==> config.mk <==
export PLATFORM = sky130hd
export DESIGN_NAME = adc_group0_trigger_select
export DESIGN_NICKNAME = d
export VERILOG_FILES = /design/src/design/trig_sel_pkg.sv /design/src/design/trig_src_if.sv /design/src/design/pin_edge_sync.sv /design/src/design/adc_group0_trigger_select.sv
export SDC_FILE = /design/constraint.sdc
export NUM_CORES = 1
export LEC_CHECK = 0
export BUFFER_PORTS_ARGS = -buffer_cell sky130_fd_sc_hd__buf_2
export CAP_MARGIN = 20
export CELL_PAD_IN_SITES_DETAIL_PLACEMENT = 1
export CELL_PAD_IN_SITES_GLOBAL_PLACEMENT = 1
export CORE_MARGIN = 5
export CORE_UTILIZATION = 36
export DETAILED_ROUTE_END_ITERATION = 16
export GPL_TIMING_DRIVEN = 0
export HOLD_SLACK_MARGIN = 0.08
export PLACE_DENSITY_LB_ADDON = 0.1
export RECOVER_POWER = 100
export SYNTH_ARGS = -nofsm -noshare
export SYNTH_HDL_FRONTEND = slang
export SYNTH_SLANG_ARGS = --single-unit
==> constraint.sdc <==
create_clock -name clk_i -period 2 [get_ports clk_i]
set_clock_uncertainty 0.15 [all_clocks]
set_input_delay 0.1 -clock clk_i [delete_from_list [all_inputs] [get_ports clk_i]]
set_output_delay 0.1 -clock clk_i [all_outputs]
set_load 0.02 [all_outputs]
==> src/design/trig_sel_pkg.sv <==
package trig_sel_pkg;

  // ----------------------------------------
  // Selector field
  // ----------------------------------------
  localparam int SEL_W = 4;
  localparam int SEL_LSB = 4;
  localparam int SEL_MSB = 7;
  localparam logic [3:0] SEL_RESET = 4'h0;

  // Selector codes
  localparam logic [3:0] SEL_EXT_PIN = 4'h0;
  localparam logic [3:0] SEL_TIMER_A = 4'h1;
  localparam logic [3:0] SEL_CH0_MATCH = 4'h2;
  localparam logic [3:0] SEL_DELAY_A = 4'h3;
  localparam logic [3:0] SEL_DELAY_B = 4'h4;

  // Trigger source count
  localparam int SRC_N = 5;

  // Start-bit state machine
  typedef enum logic [1:0] {
    ST_IDLE = 2'b01,
    ST_ARMED = 2'b10
  } arm_state_t;

endpackage

==> src/design/trig_src_if.sv <==
`timescale 1ns/1ps
`default_nettype none

// Bundle of trigger sources between the synchroniser and the selector
interface trig_src_if;
  logic [4:0] pulse;
  modport src (output pulse);
  modport dst (input pulse);
endinterface

`default_nettype wire

==> src/design/pin_edge_sync.sv <==
`timescale 1ns/1ps
`default_nettype none

// Three-stage synchroniser with rising-edge pulse for the external pin
module pin_edge_sync (
  // Clock and reset
  input wire logic clk_i,
  input wire logic rst_b_i,
  input wire logic ce_i,
  // Asynchronous pin
  input wire logic pin_i,
  // Synchronised edge
  output logic rise_o
);

  logic s1_reg;
  logic s2_reg;
  logic s3_reg;
  logic level_reg;
  logic agree;

  // ----------------------------------------
  // Synchroniser chain
  // ----------------------------------------
  always_ff @(posedge clk_i) begin
    if (!rst_b_i) begin
      s1_reg <= 1'b0;
      s2_reg <= 1'b0;
      s3_reg <= 1'b0;
      level_reg <= 1'b0;
    end else if (ce_i) begin
      s1_reg <= pin_i;
      s2_reg <= s1_reg;
      s3_reg <= s2_reg;
      level_reg <= agree ? s3_reg : level_reg;
    end
  end

  // Stages two and three must agree before a level is believed
  assign agree = (s2_reg == s3_reg);
  // A rise counts once stages two and three agree on the new high level
  assign rise_o = ce_i & agree & s3_reg & ~level_reg;

endmodule // pin_edge_sync

`default_nettype wire

==> src/design/adc_group0_trigger_select.sv <==
`timescale 1ns/1ps
`default_nettype none

module adc_group0_trigger_select (
  // Clock, reset, enable
  input wire logic clk_i,
  input wire logic rst_b_i,
  input wire logic ce_i,
  // Control byte from the converter control register
  input wire logic [7:0] ctrl_wdata_i,
  input wire logic ctrl_we_i,
  input wire logic conversion_start_bit_i,
  // Trigger sources
  input wire logic ext_conv_trigger_pin_i,
  input wire logic timer_a_reg_trigger_i,
  input wire logic timer_ch0_match_trigger_i,
  input wire logic delayed_start_request_a_i,
  input wire logic delayed_start_request_b_i,
  // Sequencer side
  output logic [3:0] group0_trigger_select_o,
  output logic group0_start_o,
  output logic select_invalid_o,
  output logic select_changed_armed_o
);

  logic [3:0] sel_reg;
  logic [3:0] sel_next;
  logic start_reg;
  logic invalid_reg;
  logic changed_reg;
  trig_sel_pkg::arm_state_t st_reg;
  trig_sel_pkg::arm_state_t st_next;
  logic [4:0] src_vec;
  // Sources padded to eight entries so every three-bit index is in bounds
  logic [7:0] src_pad;
  logic armed;
  logic take;
  logic sel_moves;
  logic sel_valid;
  logic hit;
  logic ext_rise;

  trig_src_if src_bus ();

  // ----------------------------------------
  // Pin synchroniser
  // ----------------------------------------
  pin_edge_sync u_pin (
    .clk_i(clk_i),
    .rst_b_i(rst_b_i),
    .ce_i(ce_i),
    .pin_i(ext_conv_trigger_pin_i),
    .rise_o(ext_rise)
  );

  // Gather sources in selector order
  assign src_bus.pulse = {delayed_start_request_b_i, delayed_start_request_a_i,
                          timer_ch0_match_trigger_i, timer_a_reg_trigger_i, ext_rise};
  assign src_vec = src_bus.pulse;

  // ----------------------------------------
  // Selector decode
  // ----------------------------------------
  // Codes 0 to 4 name a source; every code above is prohibited
  function automatic logic code_valid(input logic [3:0] code);
    code_valid = (code <= trig_sel_pkg::SEL_DELAY_B);
  endfunction

  // New selector value taken from the control byte on a write
  assign sel_next = ctrl_we_i ?
    ctrl_wdata_i[trig_sel_pkg::SEL_MSB:trig_sel_pkg::SEL_LSB] : sel_reg;
  // A write that alters the code
  assign sel_moves = ctrl_we_i & (sel_next != sel_reg);

  // ----------------------------------------
  // Trigger qualification
  // ----------------------------------------
  // Codes 5 to 7 land on the zero padding; codes 8 to 15 are masked by sel_valid
  assign src_pad = {3'h0, src_vec};
  assign sel_valid = code_valid(sel_reg);
  // Source mux; prohibited codes pick nothing
  assign hit = sel_valid & src_pad[sel_reg[2:0]];
  // Armed means the start bit was high at the previous edge
  assign armed = (st_reg == trig_sel_pkg::ST_ARMED);
  // Only an armed converter takes a trigger; armed stays set for one enabled cycle after the start bit clears
  assign take = hit & armed;

  // Arm state follows the start bit
  always_comb begin
    case (st_reg)
      trig_sel_pkg::ST_IDLE: st_next = conversion_start_bit_i ?
        trig_sel_pkg::ST_ARMED : trig_sel_pkg::ST_IDLE;
      trig_sel_pkg::ST_ARMED: st_next = conversion_start_bit_i ?
        trig_sel_pkg::ST_ARMED : trig_sel_pkg::ST_IDLE;
      default: st_next = trig_sel_pkg::ST_IDLE;
    endcase
  end

  // ----------------------------------------
  // Registers
  // ----------------------------------------
  // Selector field and its prohibited-code flag
  always_ff @(posedge clk_i) begin
    if (!rst_b_i) begin
      sel_reg <= trig_sel_pkg::SEL_RESET;
      invalid_reg <= 1'b0;
    end else if (ce_i) begin
      sel_reg <= sel_next;
      invalid_reg <= ~code_valid(sel_next);
    end
  end

  // Arm state follows the start bit one cycle late
  always_ff @(posedge clk_i) begin
    if (!rst_b_i) begin
      st_reg <= trig_sel_pkg::ST_IDLE;
    end else if (ce_i) begin
      st_reg <= st_next;
    end
  end

  // Start pulse and armed-change flag, each one enabled cycle long
  always_ff @(posedge clk_i) begin
    if (!rst_b_i) begin
      start_reg <= 1'b0;
      changed_reg <= 1'b0;
    end else if (ce_i) begin
      start_reg <= take;
      // A selector change made while armed is reported, not blocked
      changed_reg <= sel_moves & armed;
    end
  end

  // ----------------------------------------
  // Outputs
  // ----------------------------------------
  // Every output comes straight from a flip-flop
  assign group0_trigger_select_o = sel_reg;
  assign group0_start_o = start_reg;
  assign select_invalid_o = invalid_reg;
  assign select_changed_armed_o = changed_reg;

  // ----------------------------------------
  // Assertions
  // ----------------------------------------
  a_sel_reset_val: assert property (@(posedge clk_i)
    $rose(rst_b_i) |-> sel_reg == 4'h0) else $error("selector not reset");
  a_ext_start: assert property (@(posedge clk_i) disable iff (!rst_b_i)
    ce_i && sel_reg == 4'h0 && ext_rise && st_reg == trig_sel_pkg::ST_ARMED
    |=> group0_start_o) else $error("pin trigger missed");
  a_tim_a_start: assert property (@(posedge clk_i) disable iff (!rst_b_i)
    ce_i && sel_reg == 4'h1 && timer_a_reg_trigger_i && st_reg == trig_sel_pkg::ST_ARMED
    |=> group0_start_o) else $error("timer A trigger missed");
  a_ch0_start: assert property (@(posedge clk_i) disable iff (!rst_b_i)
    ce_i && sel_reg == 4'h2 && timer_ch0_match_trigger_i && st_reg == trig_sel_pkg::ST_ARMED
    |=> group0_start_o) else $error("ch0 trigger missed");
  a_dly_a_start: assert property (@(posedge clk_i) disable iff (!rst_b_i)
    ce_i && sel_reg == 4'h3 && delayed_start_request_a_i && st_reg == trig_sel_pkg::ST_ARMED
    |=> group0_start_o) else $error("delay A trigger missed");
  a_dly_b_start: assert property (@(posedge clk_i) disable iff (!rst_b_i)
    ce_i && sel_reg == 4'h4 && delayed_start_request_b_i && st_reg == trig_sel_pkg::ST_ARMED
    |=> group0_start_o) else $error("delay B trigger missed");
  a_bad_sel_quiet: assert property (@(posedge clk_i) disable iff (!rst_b_i)
    ce_i && sel_reg > 4'h4 |=> !group0_start_o) else $error("prohibited code started");
  a_idle_quiet: assert property (@(posedge clk_i) disable iff (!rst_b_i)
    ce_i && !conversion_start_bit_i [*2] |=> !group0_start_o) else $error("start while idle");
  a_change_flag: assert property (@(posedge clk_i) disable iff (!rst_b_i)
    ce_i && ctrl_we_i && sel_next != sel_reg && st_reg == trig_sel_pkg::ST_ARMED
    |=> select_changed_armed_o) else $error("armed change not flagged");
  a_change_quiet: assert property (@(posedge clk_i) disable iff (!rst_b_i)
    ce_i && !ctrl_we_i |=> !select_changed_armed_o)
    else $error("change flag without a write");

  // Selector field: a write lands whole, otherwise the code stands
  a_sel_write_lands: assert property (@(posedge clk_i) disable iff (!rst_b_i)
    ce_i && ctrl_we_i |=> group0_trigger_select_o ==
    $past(ctrl_wdata_i[trig_sel_pkg::SEL_MSB:trig_sel_pkg::SEL_LSB]))
    else $error("selector write lost");
  a_sel_holds: assert property (@(posedge clk_i) disable iff (!rst_b_i)
    ce_i && !ctrl_we_i |=> $stable(group0_trigger_select_o))
    else $error("selector moved without a write");

  // Prohibited-code flag tracks the selector held
  a_invalid_level: assert property (@(posedge clk_i) disable iff (!rst_b_i)
    ce_i |=> select_invalid_o == (group0_trigger_select_o > 4'h4))
    else $error("prohibited flag wrong");

  // Clock enable low freezes every output
  a_ce_freeze: assert property (@(posedge clk_i) disable iff (!rst_b_i)
    !ce_i |=> $stable(group0_trigger_select_o) && $stable(group0_start_o) &&
    $stable(select_invalid_o) && $stable(select_changed_armed_o))
    else $error("state moved while disabled");

  // Arm state stays one-hot and drops one cycle after the start bit
  a_state_onehot: assert property (@(posedge clk_i) disable iff (!rst_b_i)
    $onehot(st_reg)) else $error("arm state not one-hot");
  a_arm_drop: assert property (@(posedge clk_i) disable iff (!rst_b_i)
    ce_i && !conversion_start_bit_i |=> st_reg == trig_sel_pkg::ST_IDLE)
    else $error("arm state kept after start bit cleared");

  // One pin edge gives one qualified pulse
  a_pin_edge_once: assert property (@(posedge clk_i) disable iff (!rst_b_i)
    ce_i && ext_rise |=> !ext_rise) else $error("pin edge counted twice");

  // Main scenarios reached

  c_ext_start: cover property (@(posedge clk_i) sel_reg == 4'h0 && group0_start_o);
  c_dly_b_start: cover property (@(posedge clk_i) sel_reg == 4'h4 && group0_start_o);
  c_ch0_start: cover property (@(posedge clk_i) sel_reg == 4'h2 && group0_start_o);
  c_bad_sel: cover property (@(posedge clk_i) select_invalid_o);
  c_armed_change: cover property (@(posedge clk_i) select_changed_armed_o);

endmodule // adc_group0_trigger_select

`default_nettype wire

; After elaboration in Yosys (flattened, before gate mapping)
; Cells that the tools add are included.
[totals]
latch_bits = 0
elab_cells = 32
romBits = 0
mem_count = 0
input_bits = 18
output_inout_bits = 7
reg_bits = 13
ram_bits = 0
[op_classes]
n_lt_le_gt_ge = 3
shift = 0
bitwise_logic = 9
n_reduce_logical = 2
div_mod_pow = 0
n_mul = 0
add_sub_neg = 0
mux = 5
eq_ne = 4
[ops]
columns = operator, n
row1 = <= comparator 4 x 3 -> 1 bit (second input constant), 2
row2 = AND 1 bit, 7
row3 = < comparator 3 x 4 -> 1 bit (second input constant), 1
row4 = 2-to-1 mux 2 bit, 2
row5 = 2-to-1 mux 4 bit, 1
row6 = inequality test 4 bit, 1
row7 = binary-select mux 1 bit (select 3 bit), 1
row8 = equality test 2 x 1 -> 1 bit (second input constant), 1
row9 = equality test 2 bit (second input constant), 1
row10 = NOT 1 bit, 2
row11 = AND reduction 2 bit, 1
row12 = OR reduction 2 bit, 1
row13 = equality test 1 bit, 1
row14 = 2-to-1 mux 1 bit, 1

; Longest topological paths before layout
; Gate-level depths: netlist of run 1.
[logic_depth]
word_depth = 8
mapped_depth = 5
ltp_nobuf = 5

; Cells and area by module
; A second synthesis of run 1 with hierarchy kept.
[unflattened]
hier_cells = 77
hier_area_um2 = 670.6
[modules_own_cells]
columns = module, cells_per_inst, area_each_um2, seq_area_each_um2, n_inst
row1 = adc_group0_trigger_select, 59, 496.7, 180.2, 1
row2 = pin_edge_sync, 18, 173.9, 80.1, 1

; Worst setup path before layout of run 1
; No wires, ideal clock.
[synth_path]
path_kind = flip-flop to flip-flop
start = reg st_reg[0]
end = reg start_reg, in the netlist group0_start_o
arrival_ps = 1103
required_time_ps = 1733
path_stages_with_launch = 6
period_less_slack_ps = 1371
n_path_buf = 0
path_slack_ps = 629
setup_time_ps = 117
path_cell_list = dfxtp_1 > inv_1 > ha_1 > nor4b_2 > a41o_1 > a32o_1
[synth_between]
elab_chain_len = 2
[synth_lines]
columns = element, line
row1 = start: declaration, adc_group0_trigger_select.sv:31  ; trig_sel_pkg::arm_state_t st_reg;
row2 = start signal: assignment, adc_group0_trigger_select.sv:116  ; st_reg <= trig_sel_pkg::ST_IDLE;
row3 = start signal: assignment, adc_group0_trigger_select.sv:118  ; st_reg <= st_next;
row4 = equality test 2 bit, adc_group0_trigger_select.sv:84  ; assign armed = (st_reg == trig_sel_pkg::ST_ARMED);
row5 = AND 1 bit, adc_group0_trigger_select.sv:86  ; assign take = hit & armed;
row6 = end signal: assignment, adc_group0_trigger_select.sv:128  ; start_reg <= take;
row7 = end: declaration, adc_group0_trigger_select.sv:28  ; logic start_reg;
; Every way passes these cells.
; A chain may end at the register's enable or synchronous reset.

; Final worst setup path of run 1
[layout_path]
start = reg sel_reg[0], in the netlist group0_trigger_select_o[0]
end = reg start_reg, in the netlist group0_start_o
[layout_between]
elab_chain_len = 4
word_cells_on_any_way = 5
classes_between = 1 x order compare / 2 x mux / 2 x bitwise
[layout_lines]
columns = element, line
row1 = start: declaration, adc_group0_trigger_select.sv:26  ; logic [3:0] sel_reg;
row2 = start signal: assignment, adc_group0_trigger_select.sv:105  ; sel_reg <= trig_sel_pkg::SEL_RESET;
row3 = start signal: assignment, adc_group0_trigger_select.sv:108  ; sel_reg <= sel_next;
row4 = binary-select mux 1 bit (select 3 bit), adc_group0_trigger_select.sv:82  ; assign hit = sel_valid & src_pad[sel_reg[2:0]];
row5 = 2-to-1 mux 1 bit (not written as such), adc_group0_trigger_select.sv:82
row6 = AND 1 bit *, adc_group0_trigger_select.sv:82
row7 = AND 1 bit *, adc_group0_trigger_select.sv:86
; Mark *: on every way between the ends. The rest lies on a longest branch, timed or not. The select of a mux whose other input is x is not followed.

==> results of run 1 <==
==> layer usage <==
metal | wire (µm) | GRT usage | vias up
met4 | 21 | 0.0638 | 0
met2 | 902 | 0.285 | 16
li1 | - | - | 333
met5 | 0 | 0 | -
met3 | 88 | 0.0366 | 4
met1 | 854 | 0.190 | 325
==> power by group <==
part / leakage [nW] / internal, mW / total (mW) / switching (mW)
Combinational: 0.251 / 0.0530 / 0.101 / 0.0480
Sequential: 0.106 / 0.269 / 0.279 / 0.0102
Clock: 0.0150 / 0.0773 / 0.164 / 0.0872
Total: 0.372 / 0.399 / 0.544 / 0.145
==> worst max-delay path: cells and delay by family (launching register included) <==
kind	cells	cell delay, ns
AOI/OAI and AO/OA	1	0.26
buffers and inverters	2	0.71
DFF	1	0.35
muxes	1	0.19
and+or+nand+nor	1	0.06
==> repair_timing <==
item | 4_1_cts | 5_1_grt
endpoints found under the hold margin | 10 | 0
hold buffers | 15 | 0
gates resized for setup | 0 | 0
==> cell type report <==
cell class	instances	area share
Clock buffer	4	0.0274
Multi-Input combinational cell	54	0.389
Tap cell	25	0.0326
Inverter	2	0.00783
Sequential cell	13	0.272
Timing Repair Buffer	35	0.248
Buffer	3	0.0235
==> logic make-up (layout without fill, tap and decap cells) <==
| family | after synthesis | count (layout) | synth area share |
|---|---|---|---|
| flip-flops | 13 | 13 | 0.392 |
| XOR/XNOR | 4 | 4 | 0.0528 |
| AND/OR/NAND/NOR | 27 | 27 | 0.234 |
| adder cells (fa/ha/maj) | 1 | 1 | 0.0189 |
| buffers and inverters | 5 | 44 | 0.0453 |
| AO/OA/AOI/OAI | 18 | 18 | 0.196 |
| multiplexers | 4 | 4 | 0.0604 |
==> metrics by stage <==
stage / util / cells / hold WS, ns
finish: 0.549 / 136 / 0.131
global route: 0.549 / 136 / 0.162
CTS: 0.556 / 136 / 0.125
detailed placement: 0.455 / 117 / 0.224
global placement: 0.455 / 117 / 0.206
floorplan: - / 72 / 0.0758
==> worst max-delay path by stage <==
stage,endpoint,slack [ns]
4_1_cts,group0_start_o,0.22
5_1_grt,group0_start_o,0.11
3_5_place_dp,group0_start_o,0.55
2_1_floorplan,group0_start_o,0.63
6_report,group0_start_o,0.18
3_3_place_gp,group0_start_o,0.57
==> layout by cell type, fill, tap and decap left out, drive strengths merged <==
master       Yosys  routed
a21boi           6       6
a21o             1       1
a21oi            1       1
a221oi           1       1
a31o             1       1
a32o             2       2
a41o             1       1
buf              2      12
clkbuf           1      15
dfxtp           13      13
dlygate4sd3      0      15
ha               1       1
inv              2       2
mux2i            4       4
nand2           11      11
nand3            4       4
nand3b           1       1
nand4            1       1
nand4b           1       1
nor2             2       2
nor2b            5       5
nor4b            2       2
o21ai            5       5
xnor2            4       4
==> metrics, run 1 <==
WS Path Type flop to flop; Final setup viols 0; asr flop ratio synth 0; Sequential Area approximately 260 µm²; IO buf count 20; Reg2Reg Setup Slack around 0.18 ns; average size of a mapped cell a little over 9 µm²; Worst path max stage delay about 0.57 ns; CTS Root Cell clkbuf_4; drt drc 0; Min Clock Period, post-route around 1.8 ns; Top Ports 25; post-DP HPWL 1.23 mm; Max Cap Viol 0; via/cell ratio about 5.0; Die Span Y ~53 µm; Setup TNS Final 0 ns; Mapped Cells roughly 70; Min-Delay Path Depth 3; Synthesized Nets around 90; most common cell in the netlist dfxtp_1; Distinct cells, synth 27; path depth of the worst reg2reg path 5; Cell Chain, Critical Path buf_6, mux2i_1, dlygate4sd3_1, nand2_1, a32o_1; Worst EP arrival 1.84 ns; Worst Hold Class input pin to flop; HP Start ce_i; Post-synth EDFFs 0; design area ~960 µm²; Clock Latency Late Sink 0.28 ns; share of cells above drive strength 1 0.180; H-tree level count 1; critical path peak fanout 7; fmax ~550 MHz; Placer Congestion around 0.72; DP Worst Slack around 0.55 ns; global-route wire length before repair between 3 and 4 mm; Worst Setup Start Kind flop; P_leak 0.372 nW; drt first-iter violations 8; Synth top cells by count dfxtp_1, nand2_1, a21boi_0, nor2b_1, o21ai_0; DR vias between 600 and 700; CP max stage cell dlygate4sd3_1; area delta synth->final 44.5%; Post-DP Area around 790 µm²; GRT Overall Usage 0.163; ant diodes 0; WL/cell approximately 14 µm; vias in the first global route between 700 and 800; RSZ-0062 raised after global routing no; synthesized area 663 µm²; TritonCTS clock tree done; Primary FF master, synth dfxtp_1; Worst Setup End Kind flop; Synth top area share 0.392; Slew HR 0.731; main area contributors after synthesis dfxtp_1, mux2i_1, a21boi_0; Power Total about 0.54 mW; register area share after synthesis 0.392; CP startpoint group0_trigger_select_o[0]; fin crit share 0.908; Min-Delay Endpoint group0_start_o; capturing point of the worst reg2reg path group0_start_o; clock buffer depth 2; die area ~2800 µm²; worst slew pin tran between 0.4 and 0.5 ns; Synth area leader dfxtp_1; #FFs+latches synth 13; WL final about 1.9 mm; initial antenna violation count 0; Clock Sinks 13; row count 15; first-pass iteration count of the detailed router 2; Critical Path RT just over 2 ns; Filler Cells Inserted between 200 and 250; GR Overflow Total 0; Synth Warn # 0; largest net degree at the start of global routing 11; Setup WS post-layout between 0.15 and 0.2 ns; Peak supply drop roughly 390 µV; Die Width about 53 µm; worst r2r src group0_trigger_select_o[0]; Pwr Density 568 nW/µm²; antenna-violating nets left 0; status finished, final reports clean; area of the core between 1500 and 2000 µm²; area of the multi-input gates roughly 370 µm²; Reg clk slew, reported paths roughly 0.080 ns; hold violation count in the final report 0; max FFs per register 4; nets approximately 130; Post-CTS Setup Bufs 0; CTS buffer count 3; Starting Density 0.380; Slew Viols, Final 0
(Power assumes the default switching activity.)
==> inputs of run 2 (changes only) <==
- BUFFER_PORTS_ARGS: -buffer_cell sky130_fd_sc_hd__buf_2 -> -buffer_cell sky130_fd_sc_hd__buf_4
==> run 2 against run 1 <==
Routed wire length is 5.6% higher. Register-to-register slack better by 0.03 ns. Sequential share of layout area is 0.52 points lower. Non-clock buffer count is 1 lower. Total power is 2.3% higher. Global-route usage is 0.18 points higher. Fmax is 1.5% higher. Critical path type unchanged. Largest power group unchanged. Highest routed layer unchanged.
==> metrics, run 2 (same netlist as run 1, synthesis figures left out) <==
status finished, final reports clean; design area 977 µm² (+2.0%); area of the core 1750 µm² (unchanged); fin crit share 0.894 (-0.0134); CTS Root Cell clkbuf_4; most common cell after layout, fill and taps aside dlygate4sd3_1; IO buf count 20 (unchanged); path depth of the worst reg2reg path 5 (unchanged); Die Width 52.9 µm (unchanged); Post-DP Area 845 µm² (+6.3%); area delta synth->final 47.4%; sw power 0.151 mW (+4.2%); Peak supply drop 364 µV (-5.7%); antenna-violating nets left 0 (unchanged); Worst Setup Start Kind flop; Clock Sinks 13 (unchanged); clock buffer depth 2 (unchanged); ant diodes 0 (unchanged); row count 15 (unchanged); Setup TNS Final 0 ns (unchanged); worst r2r src group0_trigger_select_o[0]; Pwr Density 569 nW/µm² (+0.29%); HP Start ce_i; via/cell ratio 5.12 (+2.7%); Worst EP arrival 1.82 ns (-0.02 ns); Setup WS post-layout 0.211 ns (+0.0267 ns); CTS buffer count 3 (unchanged); Min-Delay Endpoint group0_start_o; Final setup viols 0 (unchanged); CP startpoint group0_trigger_select_o[0]; largest net degree at the start of global routing 11 (unchanged); TritonCTS clock tree done; capturing point of the worst reg2reg path group0_start_o; DP Worst Slack 0.552 ns (-0.00226 ns); initial antenna violation count 0 (unchanged); P_leak 0.384 nW (+3.2%); Worst Setup End Kind flop; die area 2800 µm² (unchanged); worst slew pin tran 0.396 ns (-0.00763 ns); drt first-iter violations 9 (+1); RSZ-0062 raised after global routing no; DR vias 691 (+1.9%); Min-Delay Path Depth 3 (unchanged); Worst Hold Class input pin to flop; switch share 0.272 (+0.00500); post-DP HPWL 1.29 mm (+5.0%); vias in the first global route 715 (+1.1%); Max Cap Viol 0 (unchanged); drt drc 0 (unchanged); nets 130 (-0.76%); critical path peak fanout 7 (unchanged); hold violation count in the final report 0 (unchanged); Die Span Y 52.9 µm (unchanged); clock share of power 0.305 (+0.003); Comb pwr share 0.195 (+0.009); fmax 559 MHz (+1.5%); share of cells above drive strength 1 0.191 (+0.0107); global-route wire length before repair 3.26 mm (+0.62%); GRT Overall Usage 0.165 (+0.00177); Core Util, Final 0.560 (+0.0108); H-tree level count 1 (unchanged); Critical Path RT 2.03 ns (about the same); Seq pwr share 0.501 (-0.011); Reg2Reg Setup Slack 0.21 ns (+0.03 ns); Top Ports 25 (unchanged); cts repair resizes 0 (unchanged); Slew HR 0.736 (+0.00509); most frequent cells in the layout dlygate4sd3_1, dfxtp_1, buf_4; first-pass iteration count of the detailed router 2 (unchanged); Reg clk slew, reported paths 0.08 ns (about the same); max FFs per register 4 (unchanged); Power Total 0.556 mW (+2.3%); Clock Latency Late Sink 0.28 ns (about the same); WL/cell 14.6 µm (+6.4%); WL final 1.97 mm (+5.6%); Internal 0.405 mW (+1.6%); WS Path Type flop to flop; Placer Congestion 0.717 (-0.82%); Min Clock Period, post-route 1.79 ns (-0.0267 ns); GR Overflow Total 0 (unchanged); Slew Viols, Final 0 (unchanged); Starting Density 0.380 (unchanged)
==> run 2: worst max path at each step <==
stage                                end  slack, ns  cells after the start
after floorplan           group0_start_o       0.63                      5
after global routing      group0_start_o       0.12                      5
after CTS                 group0_start_o       0.21                      5
final                     group0_start_o       0.21                      5
after detailed placement  group0_start_o       0.55                      5
after global placement    group0_start_o       0.57                      5
==> run 2: per-layer routing <==
metal | routed length [µm] | vias to the layer above | global-route usage
met1 | 876 | 337 | 0.180
li1 | - | 334 | -
met2 | 953 | 16 | 0.298
met5 | 0 | - | 0
met3 | 111 | 4 | 0.0366
met4 | 30 | 0 | 0.0766
==> run 2: cell type report <==
| type | instances | area [µm²] |
|---|---|---|
| plain buffers | 3 | 22.5 |
| clock buffers | 4 | 26.3 |
| fillers | 223 | 768 |
| inverters | 2 | 7.51 |
| multi-input cells | 54 | 373 |
| flip-flops and latches | 13 | 260 |
| well taps | 25 | 31.3 |
| repair buffers | 34 | 256 |
==> run 2: critical path, cell delays in order (launching register included) <==
cell and delay [ns]:
dfxtp_1 0.35, buf_6 0.13, mux2i_1 0.17, dlygate4sd3_1 0.56
nand2_1 0.06, a32o_1 0.26
==> run 2: metrics by stage <==
stage	std cells	hold WS (ns)
CTS	135	0.0820
finish	135	0.0891
floorplan	72	0.0758
global route	135	0.108
global placement	117	0.203
detailed placement	117	0.220
==> run 2: power by group through the flow <==
stage	Sequential [mW]	Combinational [mW]	Clock, mW
2_1_floorplan	0.289	0.0407	0
3_3_place_gp	0.285	0.0896	0
3_5_place_dp	0.285	0.0914	0
4_1_cts	0.279	0.114	0.173
5_1_grt	0.280	0.119	0.185
6_report	0.279	0.108	0.169
==> run 2: repair_timing <==
| item | in CTS | in global routing |
|---|---|---|
| endpoints found under the hold margin | 10 | 0 |
| hold buffers | 14 | 0 |
| setup buffers | 0 | 0 |
==> inputs of run 3 (changes only) <==
- ABC_AREA: unset -> 1
- ABC_CLOCK_PERIOD_IN_PS: unset -> 2000
- CORE_UTILIZATION: 36 -> 35
==> run 3 against run 2 <==
Core utilization shrank 6.8 points. Critical endpoint is now st_reg[0]. Die area grew 10%. Combinational power grew 18%. Via count grew 11%. Total power grew 2.9%. Area after synthesis grew 9.2%. Non-clock buffer count shrank 7. Hold slack gained 0.011 ns. Count of clock-buffer cells in the layout is the same.
==> metrics, run 3 <==
ant diodes 0 (unchanged); Worst Setup End Kind flop; asr flop ratio synth 0 (unchanged); sw power 0.164 mW (+8.2%); Primary FF master, synth dfxtp_1; Max Cap Viol 0 (unchanged); Final Non-Filler Cells 161 (+19%); Top Ports 25 (unchanged); WS Path Type flop to flop; Internal 0.409 mW (+0.98%); Placer Congestion 0.712 (-0.73%); Synth Warn # 0 (unchanged); most frequent cells in the layout nand2_1, inv_1, dfxtp_1; Post-DP Area 893 µm² (+5.8%); GR Overflow Total 0 (unchanged); critical path peak fanout 2 (-5); fin crit share 0.884 (-0.0108); DP Cell Count 149 (+27%); average size of a mapped cell 6.97 µm² (-24%); Buf+Inv Stages, Crit Path 2 (unchanged); Setup TNS Final 0 ns (unchanged); #FFs+latches synth 13 (unchanged); max FFs per register 4 (unchanged); global-route wire length before repair 3.44 mm (+5.5%); area of the core 1960 µm² (+12%); Post-Synth XOR/XNOR Area 0.0121 (-0.0407); post-synthesis adder-cell area fraction 0.0173 (-0.00160); H-tree level count 1 (unchanged); CP delay by family, top buffers and inverters; GRT Overall Usage 0.139 (-0.0263); Starting Density 0.369 (-0.0107); Critical Path Most Common Cell nand2_1; WL final 1.96 mm (-0.56%); drt drc 0 (unchanged); Distinct cells, synth 19 (-30%); area delta synth->final 33.3%; DR vias 770 (+11%); Reg clk slew, reported paths 0.07 ns (about the same); Synthesized Nets 123 (+35%); initial antenna violation count 0 (unchanged); Seq pwr share 0.497 (-0.004); post-DP HPWL 1.51 mm (+17%); Worst Hold Class input pin to flop; die area 3080 µm² (+10%); clock buffer depth 2 (unchanged); vias in the first global route 802 (+12%); first-pass iteration count of the detailed router 4 (+2); Min Clock Period, post-route 1.77 ns (-0.0216 ns); Final setup viols 0 (unchanged); final hold slack 0.100 ns (+0.0109 ns); multiplexer share of the synthesized area 0 (-0.0604); Sequential Area 260 µm² (unchanged); Compound-Gate Fraction of Synth Area 0.190 (-0.00624); Synth top area share 0.359 (-0.0332); Die Width 55.5 µm (+4.9%); Clock Latency Late Sink 0.27 ns (about the same); Pwr Density 593 nW/µm² (+4.1%); antenna-violating nets left 0 (unchanged); most common cell in the netlist nand2_1; Post-synth EDFFs 0 (unchanged); synthesized area 724 µm² (+9.2%); Critical Path RT 2.01 ns (-0.02 ns); CP max stage cell dlygate4sd3_1; Slew HR 0.704 (-0.0321); share of cells above drive strength 1 0.157 (-0.0342); nets 154 (+18%); main combinational cell family by area after synthesis simple AND/OR/NAND/NOR gates; status finished, final reports clean; design area 966 µm² (-1.2%); simple-gate share of the synthesized area 0.269 (+0.0355); Filler Cells Inserted 272 (+22%); Worst Setup Start Kind flop; clock share of power 0.281 (-0.024); row count 16 (+1); Peak supply drop 433 µV (+19%); area of the multi-input gates 354 µm² (-5.0%); most common cell after layout, fill and taps aside nand2_1; fmax 566 MHz (+1.2%); Core Util, Final 0.492 (-0.0675); Synth top cells by count nand2_1, inv_1, dfxtp_1; Cell Chain, Critical Path inv_1, ha_1, nor2_1, nand2_1, o21ai_0, nand2_1, dlygate4sd3_1; switch share 0.286 (+0.0139); largest net degree at the start of global routing 11 (unchanged); hold violation count in the final report 0 (unchanged); RSZ-0062 raised after global routing no; Die Span Y 55.5 µm (+4.9%); cts repair resizes 0 (unchanged); Comb pwr share 0.222 (+0.027); Synth area leader dfxtp_1; Worst EP arrival 1.78 ns (-0.04 ns); register area share after synthesis 0.359 (-0.0332); WL/cell 12.2 µm (-17%); Clock Sinks 13 (unchanged); worst slew pin tran 0.444 ns (+0.0482 ns); Slew Viols, Final 0 (unchanged); TritonCTS clock tree done; via/cell ratio 4.78 (-6.6%); CTS buffer count 3 (unchanged); Mapped Cells 104 (+44%); main area contributors after synthesis dfxtp_1, nand2_1, a21oi_1; Worst path max stage delay 0.55 ns (about the same); IO buf count 18 (-10%); drt first-iter violations 8 (-1); P_leak 0.445 nW (+16%); CTS Root Cell clkbuf_4
-- run 3: cell types whose count changed after synthesis, sizes merged, moves of 7 or more --
cell,previous run,this run
a21oi,1,12
inv,2,15
nand2,11,24
nand3,4,12
o21ai,5,12
-- run 3: worst paths after layout --
path | startpoint | to | slack, ns | cells after the start
min | delayed_start_request_b_i | group0_start_o | 0.10 | 5
min reg2reg | group0_start_o | group0_start_o | 0.32 | 2
max reg2reg | st_reg[0] | st_reg[0] | 0.23 | 7
max | st_reg[0] | st_reg[0] | 0.23 | 7
-- run 3: per-layer routing --
layer | GRT usage | wire length [µm] | vias up
met1 | 0.151 | 863 | 357
met3 | 0.0559 | 84 | 2
met2 | 0.243 | 1000 | 14
li1 | - | - | 397
met4 | 0.0417 | 8 | 0
met5 | 0 | 0 | -
-- run 3: cells by family (layout without fill, tap and decap cells) --
kind of cell | after synthesis | in the layout
buffers and inverters | 19 | 49
AO/OA/AOI/OAI | 26 | 26
flip-flops | 13 | 13
AND/OR/NAND/NOR | 44 | 44
adder cells (fa/ha/maj) | 1 | 1
XOR/XNOR | 1 | 1
-- run 3: area by class of cell --
class	instances	share of cell area
Timing Repair Buffer	26	0.196
Tap cell	27	0.0350
Clock buffer	4	0.0272
Buffer	4	0.0479
Multi-Input combinational cell	72	0.367
Sequential cell	13	0.269
Inverter	15	0.0583
-- run 3: power by group through the flow --
stage          clock network, mW  registers (mW)  logic (mW)
2_1_floorplan                  0           0.297      0.0685
3_3_place_gp                   0           0.290       0.118
3_5_place_dp                   0           0.291       0.123
4_1_cts                    0.168           0.285       0.136
5_1_grt                    0.186           0.287       0.143
6_report                   0.161           0.285       0.127
-- run 3: metrics by stage --
step,setup WS [ns],power (mW)
after global routing,0.0729,0.616
after global placement,0.764,0.409
after detailed placement,0.710,0.414
after CTS,0.237,0.589
after floorplan,0.766,0.365
final,0.233,0.573
-- run 3: tightest hold or removal path, delay by kind of cell --
family                 cells  cell delay, ns
AND/OR/NAND/NOR            2            0.15
buffers and inverters      1            0.11
AO/OA/AOI/OAI              2            0.12
-- run 3: what timing repair did --
action | in CTS | in global routing
setup buffers | 0 | 0
hold endpoints to repair | 13 | 0
hold buffers | 8 | 0
endpoints found under the setup margin | 0 | 0
